File: config.mk
export PLATFORM = sky130hd
export DESIGN_NAME = quad_pos_rev_unit_top
export DESIGN_NICKNAME = d
export VERILOG_FILES = /design/src/shared/quad_pos_rev_unit_pkg.sv /design/src/quad_pos_rev_unit_top.sv
export VERILOG_INCLUDE_DIRS = /design/src /design/src/shared
export SDC_FILE = /design/constraint.sdc
export NUM_CORES = 1
export LEC_CHECK = 0
export BUFFER_PORTS_ARGS = -buffer_cell sky130_fd_sc_hd__buf_2
export CAP_MARGIN = 20
export CORE_MARGIN = 8
export CORE_UTILIZATION = 36
export CTS_CLUSTER_DIAMETER = 40
export DETAILED_ROUTE_END_ITERATION = 12
export HOLD_SLACK_MARGIN = 0.12
export SLEW_MARGIN = 0
export SYNTH_ARGS = -nofsm -noshare
export SYNTH_HDL_FRONTEND = slang
export SYNTH_SLANG_ARGS = --single-unit
File: constraint.sdc
create_clock -name clk -period 4.2 [get_ports clk]
set_input_delay 0.42 -clock clk [delete_from_list [all_inputs] [get_ports clk]]
set_output_delay 0.42 -clock clk [all_outputs]
set_load 0.005 [all_outputs]
File: src/shared/quad_pos_rev_unit_params.svh
`ifndef QUAD_POS_REV_UNIT_PARAMS_SVH
`define QUAD_POS_REV_UNIT_PARAMS_SVH

// ----------------------------------------------------------------
// register byte offsets
// ----------------------------------------------------------------
`define QUAD_POS_REV_UNIT_OFS_CTRL 5'h00
`define QUAD_POS_REV_UNIT_OFS_POS 5'h04
`define QUAD_POS_REV_UNIT_OFS_REV 5'h08
`define QUAD_POS_REV_UNIT_OFS_PCMP 5'h0C
`define QUAD_POS_REV_UNIT_OFS_PRCMP 5'h10
`define QUAD_POS_REV_UNIT_OFS_PMAX 5'h14
`define QUAD_POS_REV_UNIT_OFS_STAT 5'h18

// ----------------------------------------------------------------
// control field positions
// ----------------------------------------------------------------
`define QUAD_POS_REV_UNIT_F_PMODE 0
`define QUAD_POS_REV_UNIT_F_AES 2
`define QUAD_POS_REV_UNIT_F_BES 4
`define QUAD_POS_REV_UNIT_F_SWAP 6
`define QUAD_POS_REV_UNIT_F_IFSEL 7
`define QUAD_POS_REV_UNIT_F_GATE 8
`define QUAD_POS_REV_UNIT_F_ZES 10
`define QUAD_POS_REV_UNIT_F_RMODE 12
`define QUAD_POS_REV_UNIT_CTRL_W 14

// ----------------------------------------------------------------
// status flag positions
// ----------------------------------------------------------------
`define QUAD_POS_REV_UNIT_S_PCMP 0
`define QUAD_POS_REV_UNIT_S_PRCMP 1
`define QUAD_POS_REV_UNIT_S_UDF 2
`define QUAD_POS_REV_UNIT_S_OVF 3
`define QUAD_POS_REV_UNIT_S_ZCLR 4
`define QUAD_POS_REV_UNIT_S_DIRCHG 5
`define QUAD_POS_REV_UNIT_S_BOTH 6
`define QUAD_POS_REV_UNIT_S_ORNG 7
`define QUAD_POS_REV_UNIT_S_DIR 8

// ----------------------------------------------------------------
// reset values and bus answers
// ----------------------------------------------------------------
`define QUAD_POS_REV_UNIT_RST_CTRL 14'h0000
`define QUAD_POS_REV_UNIT_RST_PMAX 16'hFFFF
`define QUAD_POS_REV_UNIT_RESP_OKAY 2'h0
`define QUAD_POS_REV_UNIT_RESP_SLVERR 2'h2

`endif

File: src/shared/quad_pos_rev_unit_pkg.sv
`include "quad_pos_rev_unit_params.svh"

package quad_pos_rev_unit_pkg;

   typedef enum logic [1:0] {
      count_off_mode = 2'h0,
      updown_count_mode = 2'h1,
      phase_diff_mode = 2'h2,
      directed_count_mode = 2'h3
   } quad_pos_rev_unit_pmode_t;

   typedef enum logic [1:0] {
      rev_off_mode = 2'h0,
      rev_index_only_mode = 2'h1,
      rev_wrap_only_mode = 2'h2,
      rev_combined_mode = 2'h3
   } quad_pos_rev_unit_rmode_t;

   // synchroniser bit order: {index, phase b, phase a}
   typedef struct packed {
      logic [2:0] sy1;
      logic [2:0] sy2;
      logic [2:0] prv;
      logic [`QUAD_POS_REV_UNIT_CTRL_W-1:0] ctrl;
      logic [15:0] pos;
      logic [15:0] rev;
      logic [15:0] pcmp;
      logic [15:0] prcmp;
      logic [15:0] pmax;
      logic [7:0] flg;
      logic dir;
      logic aw_got;
      logic w_got;
      logic [4:0] waddr;
      logic [31:0] wdata;
      logic [3:0] wstrb;
      logic awready;
      logic wready;
      logic bvalid;
      logic [1:0] bresp;
      logic arready;
      logic rvalid;
      logic [1:0] rresp;
      logic [31:0] rdata;
   } quad_pos_rev_unit_st_t;

endpackage : quad_pos_rev_unit_pkg

File: src/quad_pos_rev_unit_top.sv
`timescale 1ns/1ps
`include "quad_pos_rev_unit_params.svh"

module quad_pos_rev_unit_top (
   input wire logic clk,
   input wire logic arst_n,
   input wire logic phase_a_in,
   input wire logic phase_b_in,
   input wire logic index_in,
   input wire logic [4:0] s_axi_awaddr,
   input wire logic s_axi_awvalid,
   output logic s_axi_awready,
   input wire logic [31:0] s_axi_wdata,
   input wire logic [3:0] s_axi_wstrb,
   input wire logic s_axi_wvalid,
   output logic s_axi_wready,
   output logic [1:0] s_axi_bresp,
   output logic s_axi_bvalid,
   input wire logic s_axi_bready,
   input wire logic [4:0] s_axi_araddr,
   input wire logic s_axi_arvalid,
   output logic s_axi_arready,
   output logic [31:0] s_axi_rdata,
   output logic [1:0] s_axi_rresp,
   output logic s_axi_rvalid,
   input wire logic s_axi_rready
);
   import quad_pos_rev_unit_pkg::*;

   quad_pos_rev_unit_st_t st_r;
   quad_pos_rev_unit_st_t st_nxt;

   logic a_lv, b_lv, z_lv, a_pv, b_pv;
   logic a_ev, b_ev, z_ev, a_up, b_up;
   logic allow, inc, dec, step_up, step_dn, idx_clr, ovf, udf, pos_wr;
   logic rev_up, rev_dn;
   quad_pos_rev_unit_pmode_t pmode;
   quad_pos_rev_unit_rmode_t rmode;
   logic [1:0] aes, bes, zes, gate;
   logic wr_go;
   logic [7:0] set_flg;
   logic [15:0] ctrl_m;

   function automatic logic edge_hit(input logic [1:0] sel, input logic now, input logic old);
      edge_hit = (sel[0] & old & ~now) | (sel[1] & ~old & now);
   endfunction : edge_hit

   function automatic logic [15:0] merge16(input logic [15:0] old, input logic [31:0] d,
                                           input logic [3:0] be);
      merge16 = {be[1] ? d[15:8] : old[15:8], be[0] ? d[7:0] : old[7:0]};
   endfunction : merge16

   // ----------------------------------------------------------------
   // next state
   // ----------------------------------------------------------------
   always_comb begin
      st_nxt = st_r;
      pmode = quad_pos_rev_unit_pmode_t'(st_r.ctrl[`QUAD_POS_REV_UNIT_F_PMODE +: 2]);
      rmode = quad_pos_rev_unit_rmode_t'(st_r.ctrl[`QUAD_POS_REV_UNIT_F_RMODE +: 2]);
      aes = st_r.ctrl[`QUAD_POS_REV_UNIT_F_AES +: 2];
      bes = st_r.ctrl[`QUAD_POS_REV_UNIT_F_BES +: 2];
      zes = st_r.ctrl[`QUAD_POS_REV_UNIT_F_ZES +: 2];
      gate = st_r.ctrl[`QUAD_POS_REV_UNIT_F_GATE +: 2];
      ctrl_m = merge16({2'h0, st_r.ctrl}, st_r.wdata, st_r.wstrb);
      // two-stage sync, then an edge register
      st_nxt.sy1 = {index_in, phase_b_in, phase_a_in};
      st_nxt.sy2 = st_r.sy1;
      st_nxt.prv = st_r.sy2;
      // phase pins exchanged after sync
      a_lv = st_r.ctrl[`QUAD_POS_REV_UNIT_F_SWAP] ? st_r.sy2[1] : st_r.sy2[0];
      b_lv = st_r.ctrl[`QUAD_POS_REV_UNIT_F_SWAP] ? st_r.sy2[0] : st_r.sy2[1];
      a_pv = st_r.ctrl[`QUAD_POS_REV_UNIT_F_SWAP] ? st_r.prv[1] : st_r.prv[0];
      b_pv = st_r.ctrl[`QUAD_POS_REV_UNIT_F_SWAP] ? st_r.prv[0] : st_r.prv[1];
      z_lv = st_r.sy2[2];
      a_ev = edge_hit(aes, a_lv, a_pv);
      b_ev = edge_hit(bes, b_lv, b_pv);
      z_ev = edge_hit(zes, z_lv, st_r.prv[2]);
      // direction votes per phase
      a_up = 1'b0;
      b_up = 1'b0;
      unique case (pmode)
         count_off_mode: begin
            a_ev = 1'b0;
            b_ev = 1'b0;
         end
         updown_count_mode: begin
            a_up = 1'b1;
            b_up = 1'b0;
         end
         phase_diff_mode: begin
            a_up = a_lv ^ b_lv;
            b_up = ~(a_lv ^ b_lv);
         end
         directed_count_mode: begin
            a_ev = 1'b0;
            b_up = a_lv;
         end
      endcase
      // index as gate or clear source
      allow = ~st_r.ctrl[`QUAD_POS_REV_UNIT_F_IFSEL]
              | (gate == 2'h1 & ~z_lv) | (gate == 2'h2 & z_lv);
      inc = allow & ((a_ev & a_up) | (b_ev & b_up));
      dec = allow & ((a_ev & ~a_up) | (b_ev & ~b_up));
      step_up = inc & ~dec;
      step_dn = dec & ~inc;
      idx_clr = z_ev & ~st_r.ctrl[`QUAD_POS_REV_UNIT_F_IFSEL] & (rmode != rev_wrap_only_mode);
      ovf = step_up & (st_r.pos == st_r.pmax);
      udf = step_dn & (st_r.pos == 16'h0000);
      // ------------------------------------------------------------
      // position counter
      // ------------------------------------------------------------
      if (idx_clr) begin
         st_nxt.pos = 16'h0000;
      end else if (ovf && rmode != rev_index_only_mode) begin
         st_nxt.pos = 16'h0000;
      end else if (udf && rmode != rev_index_only_mode) begin
         st_nxt.pos = st_r.pmax;
      end else if (step_up) begin
         st_nxt.pos = st_r.pos + 16'h0001;
      end else if (step_dn) begin
         st_nxt.pos = st_r.pos - 16'h0001;
      end
      if (step_up | step_dn) begin
         st_nxt.dir = step_dn;
      end
      // ------------------------------------------------------------
      // revolution counter
      // ------------------------------------------------------------
      rev_up = 1'b0;
      rev_dn = 1'b0;
      if (rmode != rev_index_only_mode && rmode != rev_off_mode && (ovf | udf)) begin
         rev_up = ovf;
         rev_dn = udf;
      end else if (rmode != rev_wrap_only_mode && rmode != rev_off_mode && idx_clr) begin
         rev_up = ~st_nxt.dir;
         rev_dn = st_nxt.dir;
      end
      if (rev_up) begin
         st_nxt.rev = st_r.rev + 16'h0001;
      end else if (rev_dn) begin
         st_nxt.rev = st_r.rev - 16'h0001;
      end
      // ------------------------------------------------------------
      // event flags
      // ------------------------------------------------------------
      set_flg = 8'h00;
      set_flg[`QUAD_POS_REV_UNIT_S_PCMP] = st_r.pos == st_r.pcmp;
      set_flg[`QUAD_POS_REV_UNIT_S_PRCMP] = (st_r.pos == st_r.prcmp) | (st_r.rev == st_r.prcmp);
      set_flg[`QUAD_POS_REV_UNIT_S_BOTH] = (st_r.pos == st_r.pcmp) & (st_r.rev == st_r.prcmp);
      set_flg[`QUAD_POS_REV_UNIT_S_UDF] = udf;
      set_flg[`QUAD_POS_REV_UNIT_S_OVF] = ovf;
      set_flg[`QUAD_POS_REV_UNIT_S_ZCLR] = idx_clr;
      set_flg[`QUAD_POS_REV_UNIT_S_DIRCHG] = (step_up | step_dn) & (step_dn != st_r.dir);
      set_flg[`QUAD_POS_REV_UNIT_S_ORNG] = (rev_up & st_r.rev == 16'hFFFF)
                              | (rev_dn & st_r.rev == 16'h0000);
      // ------------------------------------------------------------
      // AXI4-Lite write
      // ------------------------------------------------------------
      if (s_axi_awvalid && st_r.awready) begin
         st_nxt.aw_got = 1'b1;
         st_nxt.waddr = s_axi_awaddr;
      end
      if (s_axi_wvalid && st_r.wready) begin
         st_nxt.w_got = 1'b1;
         st_nxt.wdata = s_axi_wdata;
         st_nxt.wstrb = s_axi_wstrb;
      end
      if (s_axi_bvalid && s_axi_bready) begin
         st_nxt.bvalid = 1'b0;
      end
      wr_go = st_r.aw_got & st_r.w_got & ~st_r.bvalid;
      pos_wr = wr_go & (st_r.waddr == `QUAD_POS_REV_UNIT_OFS_POS);
      st_nxt.flg = st_r.flg | set_flg;
      if (wr_go) begin
         st_nxt.aw_got = 1'b0;
         st_nxt.w_got = 1'b0;
         st_nxt.bvalid = 1'b1;
         st_nxt.bresp = `QUAD_POS_REV_UNIT_RESP_OKAY;
         unique case (st_r.waddr)
            `QUAD_POS_REV_UNIT_OFS_CTRL: begin
               st_nxt.ctrl = ctrl_m[`QUAD_POS_REV_UNIT_CTRL_W-1:0];
            end
            `QUAD_POS_REV_UNIT_OFS_POS: st_nxt.pos = merge16(st_r.pos, st_r.wdata, st_r.wstrb);
            `QUAD_POS_REV_UNIT_OFS_REV: st_nxt.rev = merge16(st_r.rev, st_r.wdata, st_r.wstrb);
            `QUAD_POS_REV_UNIT_OFS_PCMP: st_nxt.pcmp = merge16(st_r.pcmp, st_r.wdata, st_r.wstrb);
            `QUAD_POS_REV_UNIT_OFS_PRCMP: st_nxt.prcmp = merge16(st_r.prcmp, st_r.wdata, st_r.wstrb);
            `QUAD_POS_REV_UNIT_OFS_PMAX: st_nxt.pmax = merge16(st_r.pmax, st_r.wdata, st_r.wstrb);
            `QUAD_POS_REV_UNIT_OFS_STAT: begin
               // write one to clear; a new event wins
               st_nxt.flg = (st_r.flg & ~(st_r.wdata[7:0] & {8{st_r.wstrb[0]}})) | set_flg;
            end
            default: st_nxt.bresp = `QUAD_POS_REV_UNIT_RESP_SLVERR;
         endcase
      end
      st_nxt.awready = ~st_nxt.aw_got & ~st_nxt.bvalid;
      st_nxt.wready = ~st_nxt.w_got & ~st_nxt.bvalid;
      // ------------------------------------------------------------
      // AXI4-Lite read
      // ------------------------------------------------------------
      if (s_axi_rvalid && s_axi_rready) begin
         st_nxt.rvalid = 1'b0;
      end
      if (s_axi_arvalid && st_r.arready) begin
         st_nxt.rvalid = 1'b1;
         st_nxt.rresp = `QUAD_POS_REV_UNIT_RESP_OKAY;
         unique case (s_axi_araddr)
            `QUAD_POS_REV_UNIT_OFS_CTRL: st_nxt.rdata = {18'h00000, st_r.ctrl};
            `QUAD_POS_REV_UNIT_OFS_POS: st_nxt.rdata = {16'h0000, st_r.pos};
            `QUAD_POS_REV_UNIT_OFS_REV: st_nxt.rdata = {16'h0000, st_r.rev};
            `QUAD_POS_REV_UNIT_OFS_PCMP: st_nxt.rdata = {16'h0000, st_r.pcmp};
            `QUAD_POS_REV_UNIT_OFS_PRCMP: st_nxt.rdata = {16'h0000, st_r.prcmp};
            `QUAD_POS_REV_UNIT_OFS_PMAX: st_nxt.rdata = {16'h0000, st_r.pmax};
            `QUAD_POS_REV_UNIT_OFS_STAT: st_nxt.rdata = {23'h000000, st_r.dir, st_r.flg};
            default: begin
               st_nxt.rdata = 32'h00000000;
               st_nxt.rresp = `QUAD_POS_REV_UNIT_RESP_SLVERR;
            end
         endcase
      end
      st_nxt.arready = ~st_nxt.rvalid;
   end

   always_ff @(posedge clk or negedge arst_n) begin
      if (!arst_n) begin
         st_r <= '0;
         st_r.ctrl <= `QUAD_POS_REV_UNIT_RST_CTRL;
         st_r.pmax <= `QUAD_POS_REV_UNIT_RST_PMAX;
         st_r.awready <= 1'b1;
         st_r.wready <= 1'b1;
         st_r.arready <= 1'b1;
      end else begin
         st_r <= st_nxt;
      end
   end

   assign s_axi_awready = st_r.awready;
   assign s_axi_wready = st_r.wready;
   assign s_axi_bvalid = st_r.bvalid;
   assign s_axi_bresp = st_r.bresp;
   assign s_axi_arready = st_r.arready;
   assign s_axi_rvalid = st_r.rvalid;
   assign s_axi_rresp = st_r.rresp;
   assign s_axi_rdata = st_r.rdata;
endmodule : quad_pos_rev_unit_top

# --- Word level (Yosys, flattened, before mapping) ---
# Index checks and enable logic that the tools add are counted.
word_totals:
  wordCells: 205
  inputBits: 56
  reg_bits: 178
  output_inout_bits: 41
op_classes:
  add_sub_neg: 4
  n_bitwise: 69
  n_reduce_logical: 28
  mux: 45
  n_eq_ne: 29
ops:
  columns: ["op", "count"]
  rows:
  - ["$mux W16", 12]
  - ["$pmux W16 S7", 1]
  - ["$mux W88", 1]
  - ["$mux W8", 9]
  - ["$eq A16 B16 Y1", 4]
  - ["$mux W35", 1]
  - ["$and A1 B1 Y1", 34]
  - ["$add A16 B1 Y16 const B", 2]
  - ["$logic_not A16 Y1", 2]
  - ["$sub A16 B1 Y16 const B", 2]
  - ["$eq A5 B5 Y1 const B", 6]
  - ["$reduce_and A3 Y1", 8]
  - ["$eq A5 B4 Y1 const B", 4]
  - ["$not A1 Y1", 18]
  - ["$and A8 B8 Y8", 2]
  - ["$eq A16 B16 Y1 const B", 1]
  - ["$or A8 B8 Y8", 2]
  - ["$mux W1", 15]
  - ["$reduce_or A7 Y1", 2]
  - ["$ne A3 B3 Y1 const B", 4]
  - ["$logic_and A1 B1 Y1", 11]
  - ["$or A1 B1 Y1", 11]
  - ["$eq A5 B3 Y1 const B", 2]
  - ["$logic_not A5 Y1", 2]
  - ["other kinds (13)", 19]

# --- Longest topological paths before layout ---
# Gate-level depths: netlist (run 1).
logic_depth:
  word_depth: 21
  depth_mapped: 17
  mapped_depth_nobuf: 16

# --- Worst setup path before layout (run 1) ---
# No wires, ideal clock.
synth_timing:
  path_kind: "reg-to-reg"
  startpoint: "register st_r[179] (netlist name)"
  endpoint: "register st_r[170] (netlist name)"
  n_path_buf: 1
  t_required_ns: 4.118
  period_less_slack_ns: 3.867
  setup_ns: 0.082
  stages_incl_launch_ff: 14
  t_arrival_ns: 3.785
  setup_slack_ns: 0.333
  path_cell_list: "dfrtp_1 -> clkbuf_1 -> mux2_2 -> and3_1 -> o21ai_0 -> nor2_1 -> o21ai_0 -> inv_1 -> ha_1 -> or4b_2 -> nor4b_1 -> o22ai_1 -> or4b_1 -> a31oi_1"
synth_between:
  elab_chain_cells: 18
  elab_cells_between_ends: 49
synth_rtl:
  columns: ["element", "line", "rtl"]
  rows:
  - ["start: declaration", "quad_pos_rev_unit_top.sv:30", "quad_pos_rev_unit_st_t st_r;"]
  - ["start signal: assignment", "quad_pos_rev_unit_top.sv:232", "st_r <= st_nxt;"]
  - ["$mux W1, on equally long branches", "quad_pos_rev_unit_top.sv:72, quad_pos_rev_unit_top.sv:73", null]
  - ["$not A1 Y1", "quad_pos_rev_unit_top.sv:45", "edge_hit = (sel[0] & old & ~now) | (sel[1] & ~old & now);"]
  - ["$and A1 B1 Y1 (2 in a row)", "quad_pos_rev_unit_top.sv:45", null]
  - ["$or A1 B1 Y1", "quad_pos_rev_unit_top.sv:45", null]
  - ["$mux W1", "quad_pos_rev_unit_top.sv:81", "unique case (pmode)"]
  - ["$and A1 B1 Y1", "quad_pos_rev_unit_top.sv:102", "inc = allow & ((a_ev & a_up) | (b_ev & b_up));"]
  - ["$or A1 B1 Y1", "quad_pos_rev_unit_top.sv:102", null]
  - ["$and A1 B1 Y1", "quad_pos_rev_unit_top.sv:102", null]
  - ["$not A1 Y1", "quad_pos_rev_unit_top.sv:105", "step_dn = dec & ~inc;"]
  - ["$and A1 B1 Y1", "quad_pos_rev_unit_top.sv:105", null]
  - ["$mux W16 / $and A1 B1 Y1 (equally long branches)", "quad_pos_rev_unit_top.sv:120, quad_pos_rev_unit_top.sv:108", null]
  - ["$mux W16 / $logic_and A1 B1 Y1 (equally long branches)", "quad_pos_rev_unit_top.sv:118, quad_pos_rev_unit_top.sv:116", null]
  - ["$mux W16", "quad_pos_rev_unit_top.sv:116", "end else if (udf && rmode != rev_index_only_mode) begin"]
  - ["$mux W16 *", "quad_pos_rev_unit_top.sv:114", "end else if (ovf && rmode != rev_index_only_mode) begin"]
  - ["$mux W16 *", "quad_pos_rev_unit_top.sv:112", "if (idx_clr) begin"]
  - ["$mux W16", "quad_pos_rev_unit_top.sv:179", "unique case (st_r.waddr)"]
  - ["$mux W88 *", "quad_pos_rev_unit_top.sv:174", "if (wr_go) begin"]
# Every way passes the cells marked *; elsewhere a longest branch is shown, timed or not.
# A chain may end at the register's enable or synchronous reset.

# --- Worst setup path in the final report (run 1) ---
# Ends and elaborated chain as after synthesis.

==> summary.md, run 1 <==
| Metric | Value |
|---|---|
| Total Wirelength | between 30000 and 40000 um |
| Crit path max fanout | 5 |
| Drt drc | 0 |
| Chip width | 182 um |
| RePlAce Congestion | roughly 0.94 |
| Starting DRT DRC Count | around 800 |
| Core area | approximately 27000 um^2 |
| Final min period | about 3900 ps |
| Top cells by count, synth | 141 x dfrtp_1, 96 x nand2_1, 85 x mux2_2, 66 x xnor2_1, 47 x nor2_1 |
| Yosys top cell by area | dfrtp_1 |
| R2R setup slack | 320 ps |
| Reg-to-reg startpoint | st_r[179]$_DFFE_PN0P_ |
| Status | finished, final reports clean |
| Fillers | 2640 |
| Post-synthesis cell area | a little under 10000 um^2 |
| # rows | 60 |
| CTS tree | done |
| Clock slew at reported path FFs | 70 ps |
| Worst skew pair latency | between 400 and 500 ps |
| F_max | approximately 0.26 GHz |
| All-layer global routing usage | 0.188 |
| Layout area overhead | 11.5% |
| Min-Delay Path Depth | 2 |
| DR vias/cell | about 5.8 |
| Syn_area_per_cell | about 9.8 um^2 |
| Critical path cell sequence | buf_4 > mux2_2 > nor3b_1 > a31oi_1 > nor3b_1 > o21a_1 > inv_1 > ha_1 > or4b_2 > nor4b_1 > buf_4 > o22ai_1 > or4b_1 > a31oi_1 |
| Tot Pwr | roughly 0.0071 W |
| Synth top area cells | dfrtp_1 36%, mux2_2 9.7%, xnor2_1 5.9% |
| Antenna Nets Post-Route | 0 |
| Ports | 97 |
| Hold_ws | approximately 200 ps |
| Routed len/inst | ~22 um |
| Share of post-route cells with drive strength above 1 | 0.225 |
| Most frequent cell after synthesis | dfrtp_1 |
| Power per Cell Area | ~640 nW/um^2 |
| Clock Root Buffer | clkbuf_16 |
| Nets | 1109 |
| DR pass1 iterations | 5 |
| Critical Path Sink Type | register |
| #FFs+latches synth | 160 |
| Port Buffers | 60 |
| Main synth FF type | dfrtp_1 |
| RSZ-0062 raised after global routing | false |
| Total number of vias | a little over 8000 |
| CP max-delay cell | or4b_2 |
| Worst Setup Start Kind | register |
| Setup bufs post-CTS | 0 |
| Period utilisation layout | 0.925 |
| Slew margin rel. | 0.384 |
| Max-cap viol count | 0 |
| Count of final hold-check violations | 0 |
| Starting density of the core | 0.367 |
| Setup violations, final | 0 |
| Die H | between 150 and 200 um |
| CP top delay family | simple AND/OR/NAND/NOR gates |
| Clock Skew | about 13 ps |
| Synth Instances | a little over 1000 |
| DP Wirelength | roughly 22000 um |
| Worst Hold Launch | s_axi_rready |
| Hold Crit Class | in -> reg |
| Maximum VDD drop | 0.000324 V |
| Die area | roughly 33000 um^2 |
| Hold worst-path end | s_axi_rvalid$_DFF_PN0_ |
| WP data arrival | around 4200 ps |
| Number of global-route vias before repair | between 7000 and 8000 |
| Utilization after layout | 0.409 |
| Slew Limit Fails | 0 |
| Slowest stage delay, CP | ~740 ps |
| Htree depth | 4 |
| TritonCTS buffer count | 17 |
| Worst Path Buf+Inv | 3 |
| CP required | ~4600 ps |
| CTS sink cnt | 160 |
| Worst-case reg-to-reg path depth | 14 |
| Share of the synthesized area in the top cell type | 0.357 |
| Distinct cell type count after synthesis | a little under 80 |
| YS warnings | 0 |
| Pleak | ~4.7 nW |
| CTS Buffer Depth | 2 |
| Fin Setup TNS | 0 ps |
| WS Path Type | reg -> reg |
| Global route total overflow | 0 |
| Async SR Flop Fraction | 1.00 |
| Placed standard-cell area | between 10000 and 15000 um^2 |
| Largest net degree at the start of global routing | between 100 and 150 |
| Post-synthesis sequential area ratio | 0.408 |
| R2R Path End | st_r[170]$_DFFE_PN0P_ |
| Initial antenna violation count | 0 |
| Final Cell Area | 11000 um^2 |
| Post-synth EDFFs | 0 |
| First-pass GRT wire length | 48000 um |
| Worst Tran Pin Value | about 920 ps |
## stage by stage
stage,setup WS [ps],instances
2_1_floorplan,333,1028
3_3_place_gp,285,1356
3_5_place_dp,280,1356
4_1_cts,262,1391
5_1_grt,116,1394
6_report,315,1395
## worst register-to-register path: stages (launching register included)
cell	delay, ps
dfrtp_1	350
buf_4	150
mux2_2	340
nor3b_1	170
a31oi_1	80
nor3b_1	230
o21a_1	240
inv_1	70
ha_1	190
or4b_2	740
nor4b_1	290
buf_4	170
o22ai_1	100
or4b_1	530
a31oi_1	170
## layout make-up
cell class / instances / area [um^2] / area share
inverters: 21 / 78.8 / 0.00715
clock inverters: 13 / 176 / 0.0160
repair buffers: 91 / 579 / 0.0526
flip-flops and latches: 160 / 4030 / 0.366
multi-input cells: 749 / 5300 / 0.481
clock buffers: 19 / 433 / 0.0393
well taps: 341 / 427 / 0.0387
diodes: 1 / 2.50 / 0.000227
## how the worst max path moves through the flow
stage               cells after the start               endpoint                   from  slack [ps]
global route                           16  st_r[154]$_DFFE_PN0P_  st_r[179]$_DFFE_PN0P_         120
CTS                                    13  st_r[170]$_DFFE_PN0P_  st_nxt[188]$_DFF_PN0_         260
detailed placement                     13  st_r[170]$_DFFE_PN0P_  st_nxt[188]$_DFF_PN0_         280
global placement                       13  st_r[170]$_DFFE_PN0P_  st_r[179]$_DFFE_PN0P_         280
finish                                 14  st_r[170]$_DFFE_PN0P_  st_r[179]$_DFFE_PN0P_         320
floorplan                              13  st_r[170]$_DFFE_PN0P_  st_r[179]$_DFFE_PN0P_         330
## where the power goes
group | internal, W | total (W) | switching (W) | leakage [nW]
sequential | 0.00205 | 0.00305 | 0.000998 | 2.04
clock | 0.000949 | 0.00164 | 0.000692 | 0.287
combinational | 0.00116 | 0.00236 | 0.00120 | 2.40
total | 0.00416 | 0.00706 | 0.00289 | 4.72
## cells by family after synthesis
group	after synthesis	synth area share
xor+xnor	83	0.0736
other cells	1	0.000380
simple gates	317	0.171
compound gates	206	0.143
buf+inv	119	0.0637
mux	112	0.124
flops	160	0.408
fa+ha+maj	13	0.0165
## per-layer routing
metal	track usage	routed length (um)
met5	0	0
met4	0.0603	647
met3	0.0455	2360
met2	0.290	14000
met1	0.254	13700
## state kept, by name (all words and copies together), names as in the netlist, 2 cells and up
name         flops
aes              2
st_r           121
rmode            2
pmode            2
bes              2
st_nxt           6
s_axi_rdata     16
gate             2
## what timing repair did
action / 4_1_cts / 5_1_grt
resized for setup: 0 / 2
hold buffers: 3 / 1
endpoints found under the setup margin: 0 / 2
endpoints found under the hold margin: 3 / 13
## cell usage in the layout (no fill, tap or decap), types with 18 or more instances in the layout
cell / instances
conb_1: 18
a22oi_1: 29
nand4_1: 21
a21oi_1: 27
nor2_1: 47
o21ai_0: 41
nand3_1: 27
inv_1: 21
dfstp_2: 19
buf_2: 59
dfrtp_1: 141
mux2i_1: 27
nor4_1: 18
o22ai_1: 18
xnor2_1: 66
mux2_2: 85
buf_4: 24
nand2_1: 96
Power figures use the tool's default switching activity.
==> inputs of run 2 (changes only) <==
--- a/config.mk
+++ b/config.mk
@@ -8,11 +8,14 @@
 export LEC_CHECK = 0
 export BUFFER_PORTS_ARGS = -buffer_cell sky130_fd_sc_hd__buf_2
 export CAP_MARGIN = 20
+export CELL_PAD_IN_SITES_DETAIL_PLACEMENT = 0
+export CELL_PAD_IN_SITES_GLOBAL_PLACEMENT = 1
 export CORE_MARGIN = 8
 export CORE_UTILIZATION = 36
 export CTS_CLUSTER_DIAMETER = 40
 export DETAILED_ROUTE_END_ITERATION = 12
 export HOLD_SLACK_MARGIN = 0.12
+export PLACE_DENSITY_LB_ADDON = 0.1
 export SLEW_MARGIN = 0
 export SYNTH_ARGS = -nofsm -noshare
 export SYNTH_HDL_FRONTEND = slang
==> run 2 against run 1 <==
  * Clock skew is 0.62 ps lower
  * Critical path depth is 1 lower
  * Critical endpoint unchanged
  * Wire length is 6.7% higher
==> summary.md, run 2 (synthesis results as in run 1) <==
| Metric | Value |
|---|---|
| Worst Hold Launch | s_axi_rready |
| Critical Path Sink Type | register |
| Global route total overflow | 0 |
| Layout area overhead | 11.5% |
| Status | finished, final reports clean |
| Clock power frac | 0.226 |
| Die H | 182 um |
| RSZ-0062 raised after global routing | false |
| Ports | 97 |
| Ant. Diodes | 0 |
| Antenna Nets Post-Route | 0 |
| R2R Path End | st_r[170]$_DFFE_PN0P_ |
| Crit path max fanout | 6 |
| Count of final hold-check violations | 0 |
| Clock slew at reported path FFs | roughly 70 ps |
| Die area | around 33000 um^2 |
| Worst Tran Pin Value | around 910 ps |
| CP max-delay cell | or4b_2 |
| Fraction of power spent switching nets | 0.423 |
| Largest net degree at the start of global routing | about 90 |
| Total Wirelength | between 30000 and 40000 um |
| DP Wirelength | 24200 um |
| Nets | about 1100 |
| Reg-to-reg startpoint | st_r[179]$_DFFE_PN0P_ |
| Share of post-route cells with drive strength above 1 | 0.233 |
| Clock Root Buffer | clkbuf_16 |
| Final min period | between 3000 and 4000 ps |
| R2R setup slack | between 200 and 300 ps |
| Drt drc | 0 |
| WS Path Type | reg -> reg |
| Core area | 27000 um^2 |
| Worst-case reg-to-reg path depth | 13 |
| Number of global-route vias before repair | between 8000 and 9000 |
| Routed len/inst | 23.5 um |
| # rows | 60 |
| Fillers | approximately 2700 |
| Starting DRT DRC Count | around 670 |
| RePlAce Congestion | between 0.8 and 0.9 |
| Slew Limit Fails | 0 |
| CP required | between 4000 and 5000 ps |
| CTS sink cnt | between 150 and 200 |
| Pre-CTS setup slack | about 100 ps |
| Power per Cell Area | approximately 640 nW/um^2 |
| Slew margin rel. | 0.396 |
| First-pass GRT wire length | a little over 50000 um |
| Setup violations, final | 0 |
| Starting density of the core | 0.367 |
| Worst Setup Start Kind | register |
| DR vias/cell | 5.70 |
| Total number of vias | 7980 |
| Chip width | between 150 and 200 um |
| CTS tree | done |
| CTS Buffer Depth | 2 |
| Top reg by flops | st_r |
| Fin Setup TNS | 0 ps |
| F_max | between 0.2 and 0.3 GHz |
| Hold Crit Class | in -> reg |
| Most common cell after layout, fill and taps aside | dfrtp_1 |
| Initial antenna violation count | 0 |
| DR pass1 iterations | 5 |
| Slowest stage delay, CP | 760 ps |
| Worst skew pair latency | 430 ps |
| Max-cap viol count | 0 |
| Min-Delay Path Depth | 2 |
| Part of the power in registers | 0.426 |
| Pleak | ~4.7 nW |
| Port Buffers | 60 |
| WP data arrival | 4260 ps |
| Gate power share | 0.348 |
| Critical path cell sequence | mux2_2 > nor3b_1 > a31oi_1 > nor3b_1 > o21a_1 > inv_1 > ha_1 > or4b_2 > nor4b_1 > buf_4 > o22ai_1 > or4b_1 > a31oi_1 |
| Clock Skew | between 10 and 15 ps |
| Most frequent cells in the layout | 140 x dfrtp_1, 96 x nand2_1, 85 x mux2_2 |
| TritonCTS buffer count | 17 |
| Maximum VDD drop | approximately 0.00025 V |
| Utilization after layout | 0.409 |
| Max reg flops | around 120 |
| Final worst setup slack | slightly below 300 ps |
| Htree depth | 4 |
| Psw | between 0.002 and 0.003 W |
| Pint | about 0.0041 W |
| Period utilisation layout | 0.929 |
| All-layer global routing usage | 0.200 |
| Hold worst-path end | s_axi_rvalid$_DFF_PN0_ |
[run 2: power by group through the flow]
stage / combinational [W] / clock, W / sequential, W
6_report: 0.00247 / 0.00160 / 0.00302
3_5_place_dp: 0.00246 / 0 / 0.00304
2_1_floorplan: 0.00205 / 0 / 0.00244
5_1_grt: 0.00272 / 0.00170 / 0.00310
3_3_place_gp: 0.00246 / 0 / 0.00303
4_1_cts: 0.00248 / 0.00164 / 0.00300
[run 2: metrics by stage]
| stage | cell area [um^2] | power [W] | cells | hold WS, ps |
|---|---|---|---|---|
| 2_1_floorplan | 9940 | 0.00449 | 1028 | 124 |
| 3_3_place_gp | 10400 | 0.00549 | 1363 | 333 |
| 3_5_place_dp | 10400 | 0.00550 | 1364 | 336 |
| 4_1_cts | 11000 | 0.00712 | 1400 | 189 |
| 5_1_grt | 11000 | 0.00751 | 1400 | 197 |
| 6_report | 11000 | 0.00709 | 1400 | 202 |
[run 2: worst max-delay path: cells and delay by family, from the launching register on]
kind / cells / cell delay (ps)
fa+ha+maj: 1 / 190
mux: 1 / 360
compound gates: 4 / 610
flops: 1 / 430
buf+inv: 2 / 240
simple gates: 5 / 2000
[run 2: area by class of cell]
cell class | instances | area [um^2] | share of cell area
multi-input combinational | 749 | 5290 | 0.480
sequential | 160 | 4030 | 0.366
timing repair buffer | 97 | 594 | 0.0539
tap | 341 | 427 | 0.0387
clock buffer | 17 | 425 | 0.0386
clock inverter | 15 | 171 | 0.0156
inverter | 21 | 78.8 | 0.00716
[run 2: worst max-delay path by stage]
stage | start | to | slack [ps]
after floorplan | st_r[179]$_DFFE_PN0P_ | st_r[170]$_DFFE_PN0P_ | 330
after global placement | st_r[179]$_DFFE_PN0P_ | st_r[170]$_DFFE_PN0P_ | 150
after CTS | st_r[179]$_DFFE_PN0P_ | st_r[170]$_DFFE_PN0P_ | 90
after detailed placement | st_r[179]$_DFFE_PN0P_ | st_r[170]$_DFFE_PN0P_ | 100
after global routing | pmode[0]$_DFFE_PN0P_ | st_r[170]$_DFFE_PN0P_ | 60
final | st_r[179]$_DFFE_PN0P_ | st_r[170]$_DFFE_PN0P_ | 300
[run 2: timing repair]
action	in CTS	in global routing
resized for setup	0	3
endpoints found under the setup margin	0	9
endpoints found under the hold margin	18	0
hold buffers	4	0
buffers inserted	0	0
[run 2: per-layer routing]
metal / up-vias / track usage / wire length, um
met5: - / 0 / 0
met4: 0 / 0.0499 / 465
met3: 30 / 0.0244 / 1220
met2: 203 / 0.328 / 15700
met1: 4035 / 0.276 / 15500
li1: 3712 / - / -
==> inputs of run 3 (changes only) <==
--- a/config.mk
+++ b/config.mk
@@ -15,6 +15,7 @@
 export CTS_CLUSTER_DIAMETER = 40
 export DETAILED_ROUTE_END_ITERATION = 12
 export HOLD_SLACK_MARGIN = 0.12
+export MAX_ROUTING_LAYER = met4
 export PLACE_DENSITY_LB_ADDON = 0.1
 export SLEW_MARGIN = 0
 export SYNTH_ARGS = -nofsm -noshare
==> run 3 against run 2 <==
  * Hold slack lost 1.6 ps
  * Non-clock buffer count unchanged
  * Final cell count did not move
  * Fmax up 0.21%
  * Total power about the same
  * Clock-buffer cell count stayed put
  * Core utilization stayed put
  * Sequential power about the same
==> summary.md, run 3 (synthesis results as in run 1) <==
| Metric | Value |
|---|---|
| Final min period | approximately 4000 ps |
| Period utilisation layout | 0.927 |
| Htree depth | 4 |
| RePlAce Congestion | 0.881 |
| Fin Setup TNS | 0 ps |
| R2R setup slack | between 300 and 400 ps |
| Metal-1 WL | approximately 15000 um |
| Final Cell Area | approximately 11000 um^2 |
| Chip width | around 180 um |
| CP max-delay cell | or4b_2 |
| Ports | 97 |
| Port Buffers | 60 |
| Clock slew at reported path FFs | approximately 70 ps |
| Reg-to-reg startpoint | st_r[179]$_DFFE_PN0P_ |
| CP required | around 4600 ps |
| Die area | around 33000 um^2 |
| # rows | 60 |
| Clock Skew | 13.9 ps |
| Starting DRT DRC Count | ~650 |
| Max reg flops | 121 |
| Power per Cell Area | approximately 640 nW/um^2 |
| Share of post-route cells with drive strength above 1 | 0.233 |
| Met3 WL | ~1500 um |
| Nets | 1115 |
| Worst Tran Pin Value | ~900 ps |
| Pleak | 4.74 nW |
| Critical Path Sink Type | register |
| Core area | about 27000 um^2 |
| Metal2 WL | around 16000 um |
| Number of global-route vias before repair | around 8100 |
| Maximum VDD drop | about 0.00025 V |
| RSZ-0062 raised after global routing | false |
| Critical path origin | st_r[179]$_DFFE_PN0P_ |
| Final worst setup slack | slightly above 300 ps |
| All-layer global routing usage | 0.206 |
| Setup bufs post-CTS | 0 |
| DR pass1 iterations | 5 |
| Worst-case reg-to-reg path depth | 13 |
| Uppermost routed layer | met4 |
| WS Path Type | reg -> reg |
| Utilization after layout | 0.409 |
| CTS sink cnt | 160 |
| DP Wirelength | between 20000 and 25000 um |
| Placed standard-cell area | roughly 10000 um^2 |
| Top reg by flops | st_r |
| Global route total overflow | 0 |
| Worst setup path end | st_r[170]$_DFFE_PN0P_ |
| Antenna Nets Post-Route | 0 |
| Slew Limit Fails | 0 |
| Total Wirelength | 32800 um |
| Slew margin rel. | 0.404 |
| Starting density of the core | 0.367 |
| Setup violations, final | 0 |
| Routed len/inst | 23.5 um |
| Worst Setup Start Kind | register |
| Most frequent cells in the layout | 140 x dfrtp_1, 96 x nand2_1, 85 x mux2_2 |
| CP Depth | 13 |
| CP top delay family | simple AND/OR/NAND/NOR gates |
| TritonCTS buffer count | 17 |
| R2R Path End | st_r[170]$_DFFE_PN0P_ |
| Critical path cell sequence | mux2_2 > nor3b_1 > a31oi_1 > nor3b_1 > o21a_1 > inv_1 > ha_1 > or4b_2 > nor4b_1 > buf_4 > o22ai_1 > or4b_1 > a31oi_1 |
| Crit path max fanout | 6 |
| Initial antenna violation count | 0 |
| Ant. Diodes | 0 |
| Count of final hold-check violations | 0 |
| Tot Pwr | just over 0.007 W |
| DR vias/cell | about 5.7 |
| F_max | ~0.26 GHz |
| Worst Path Buf+Inv | 2 |
| Status | finished, final reports clean |
| Layout area overhead | 11.5% |
| Fillers | about 2700 |
| Worst skew pair latency | 440 ps |
| Die H | ~180 um |
| CTS tree | done |
| Hold Crit Class | in -> reg |
| Drt drc | 0 |
| Largest net degree at the start of global routing | 92 |
| CTS Buffer Depth | 2 |
| Clock Root Buffer | clkbuf_16 |
| WP data arrival | 4250 ps |
| Most common cell after layout, fill and taps aside | dfrtp_1 |
| Total number of vias | slightly below 8000 |
| Max-cap viol count | 0 |
| Slowest stage delay, CP | between 700 and 800 ps |
| First-pass GRT wire length | slightly above 50000 um |
| Pre-CTS setup slack | 102 ps |
run 3: cell counts in the layout (fill, tap and decap cells not counted):
Identical to the previous run, type by type.
run 3: cell type report:
class | instances | area [um^2] | area share
well taps | 341 | 427 | 0.0387
repair buffers | 97 | 594 | 0.0539
inverters | 21 | 78.8 | 0.00716
multi-input cells | 749 | 5290 | 0.480
clock inverters | 15 | 171 | 0.0156
clock buffers | 17 | 425 | 0.0386
flip-flops and latches | 160 | 4030 | 0.366
run 3: how the worst min path moves through the flow:
stage / from / cells after the start / to / slack [ps]
CTS: s_axi_rready / 2 / s_axi_rvalid$_DFF_PN0_ / 190
detailed placement: st_nxt[190]$_DFF_PN0_ / 0 / st_nxt[187]$_DFF_PN0_ / 340
global placement: st_nxt[191]$_DFF_PN0_ / 0 / st_nxt[188]$_DFF_PN0_ / 330
floorplan: arst_n / 0 / aes[0]$_DFFE_PN0P_ / 120
global route: s_axi_wdata[5] / 2 / st_r[50]$_DFFE_PN0P_ / 200
finish: s_axi_rready / 2 / s_axi_rvalid$_DFF_PN0_ / 200
run 3: metal layers:
metal  up-vias  GRT usage
li1       3709          -
met1      3984      0.277
met2       196      0.327
met3        29     0.0253
met4         0     0.0499
met5         -          -
run 3: timing repair:
action                                 4_1_cts  5_1_grt
hold buffers                                 4        0
endpoints found under the hold margin       18        0
resized for setup                            0        3
setup endpoints to repair                    0        9
run 3: worst reg2reg max path: stages, from the launching register on:
cell and delay [ps]:
dfrtp_2 430, mux2_2 360, nor3b_1 170, a31oi_1 80, nor3b_1 230, o21a_1 240, inv_1 70, ha_1 190
or4b_2 760, nor4b_1 290, buf_4 170, o22ai_1 130, or4b_1 550, a31oi_1 170
run 3: stage by stage:
stage | hold slack (ps) | instances
floorplan | 124 | 1028
global placement | 333 | 1363
detailed placement | 336 | 1364
CTS | 189 | 1400
global route | 196 | 1400
finish | 201 | 1400
run 3: report_power, final:
group          internal [W]  switching (W)  total, W
sequential          0.00205       0.000967   0.00302
clock              0.000850       0.000751   0.00160
combinational       0.00119        0.00128   0.00247
total               0.00409        0.00300   0.00709
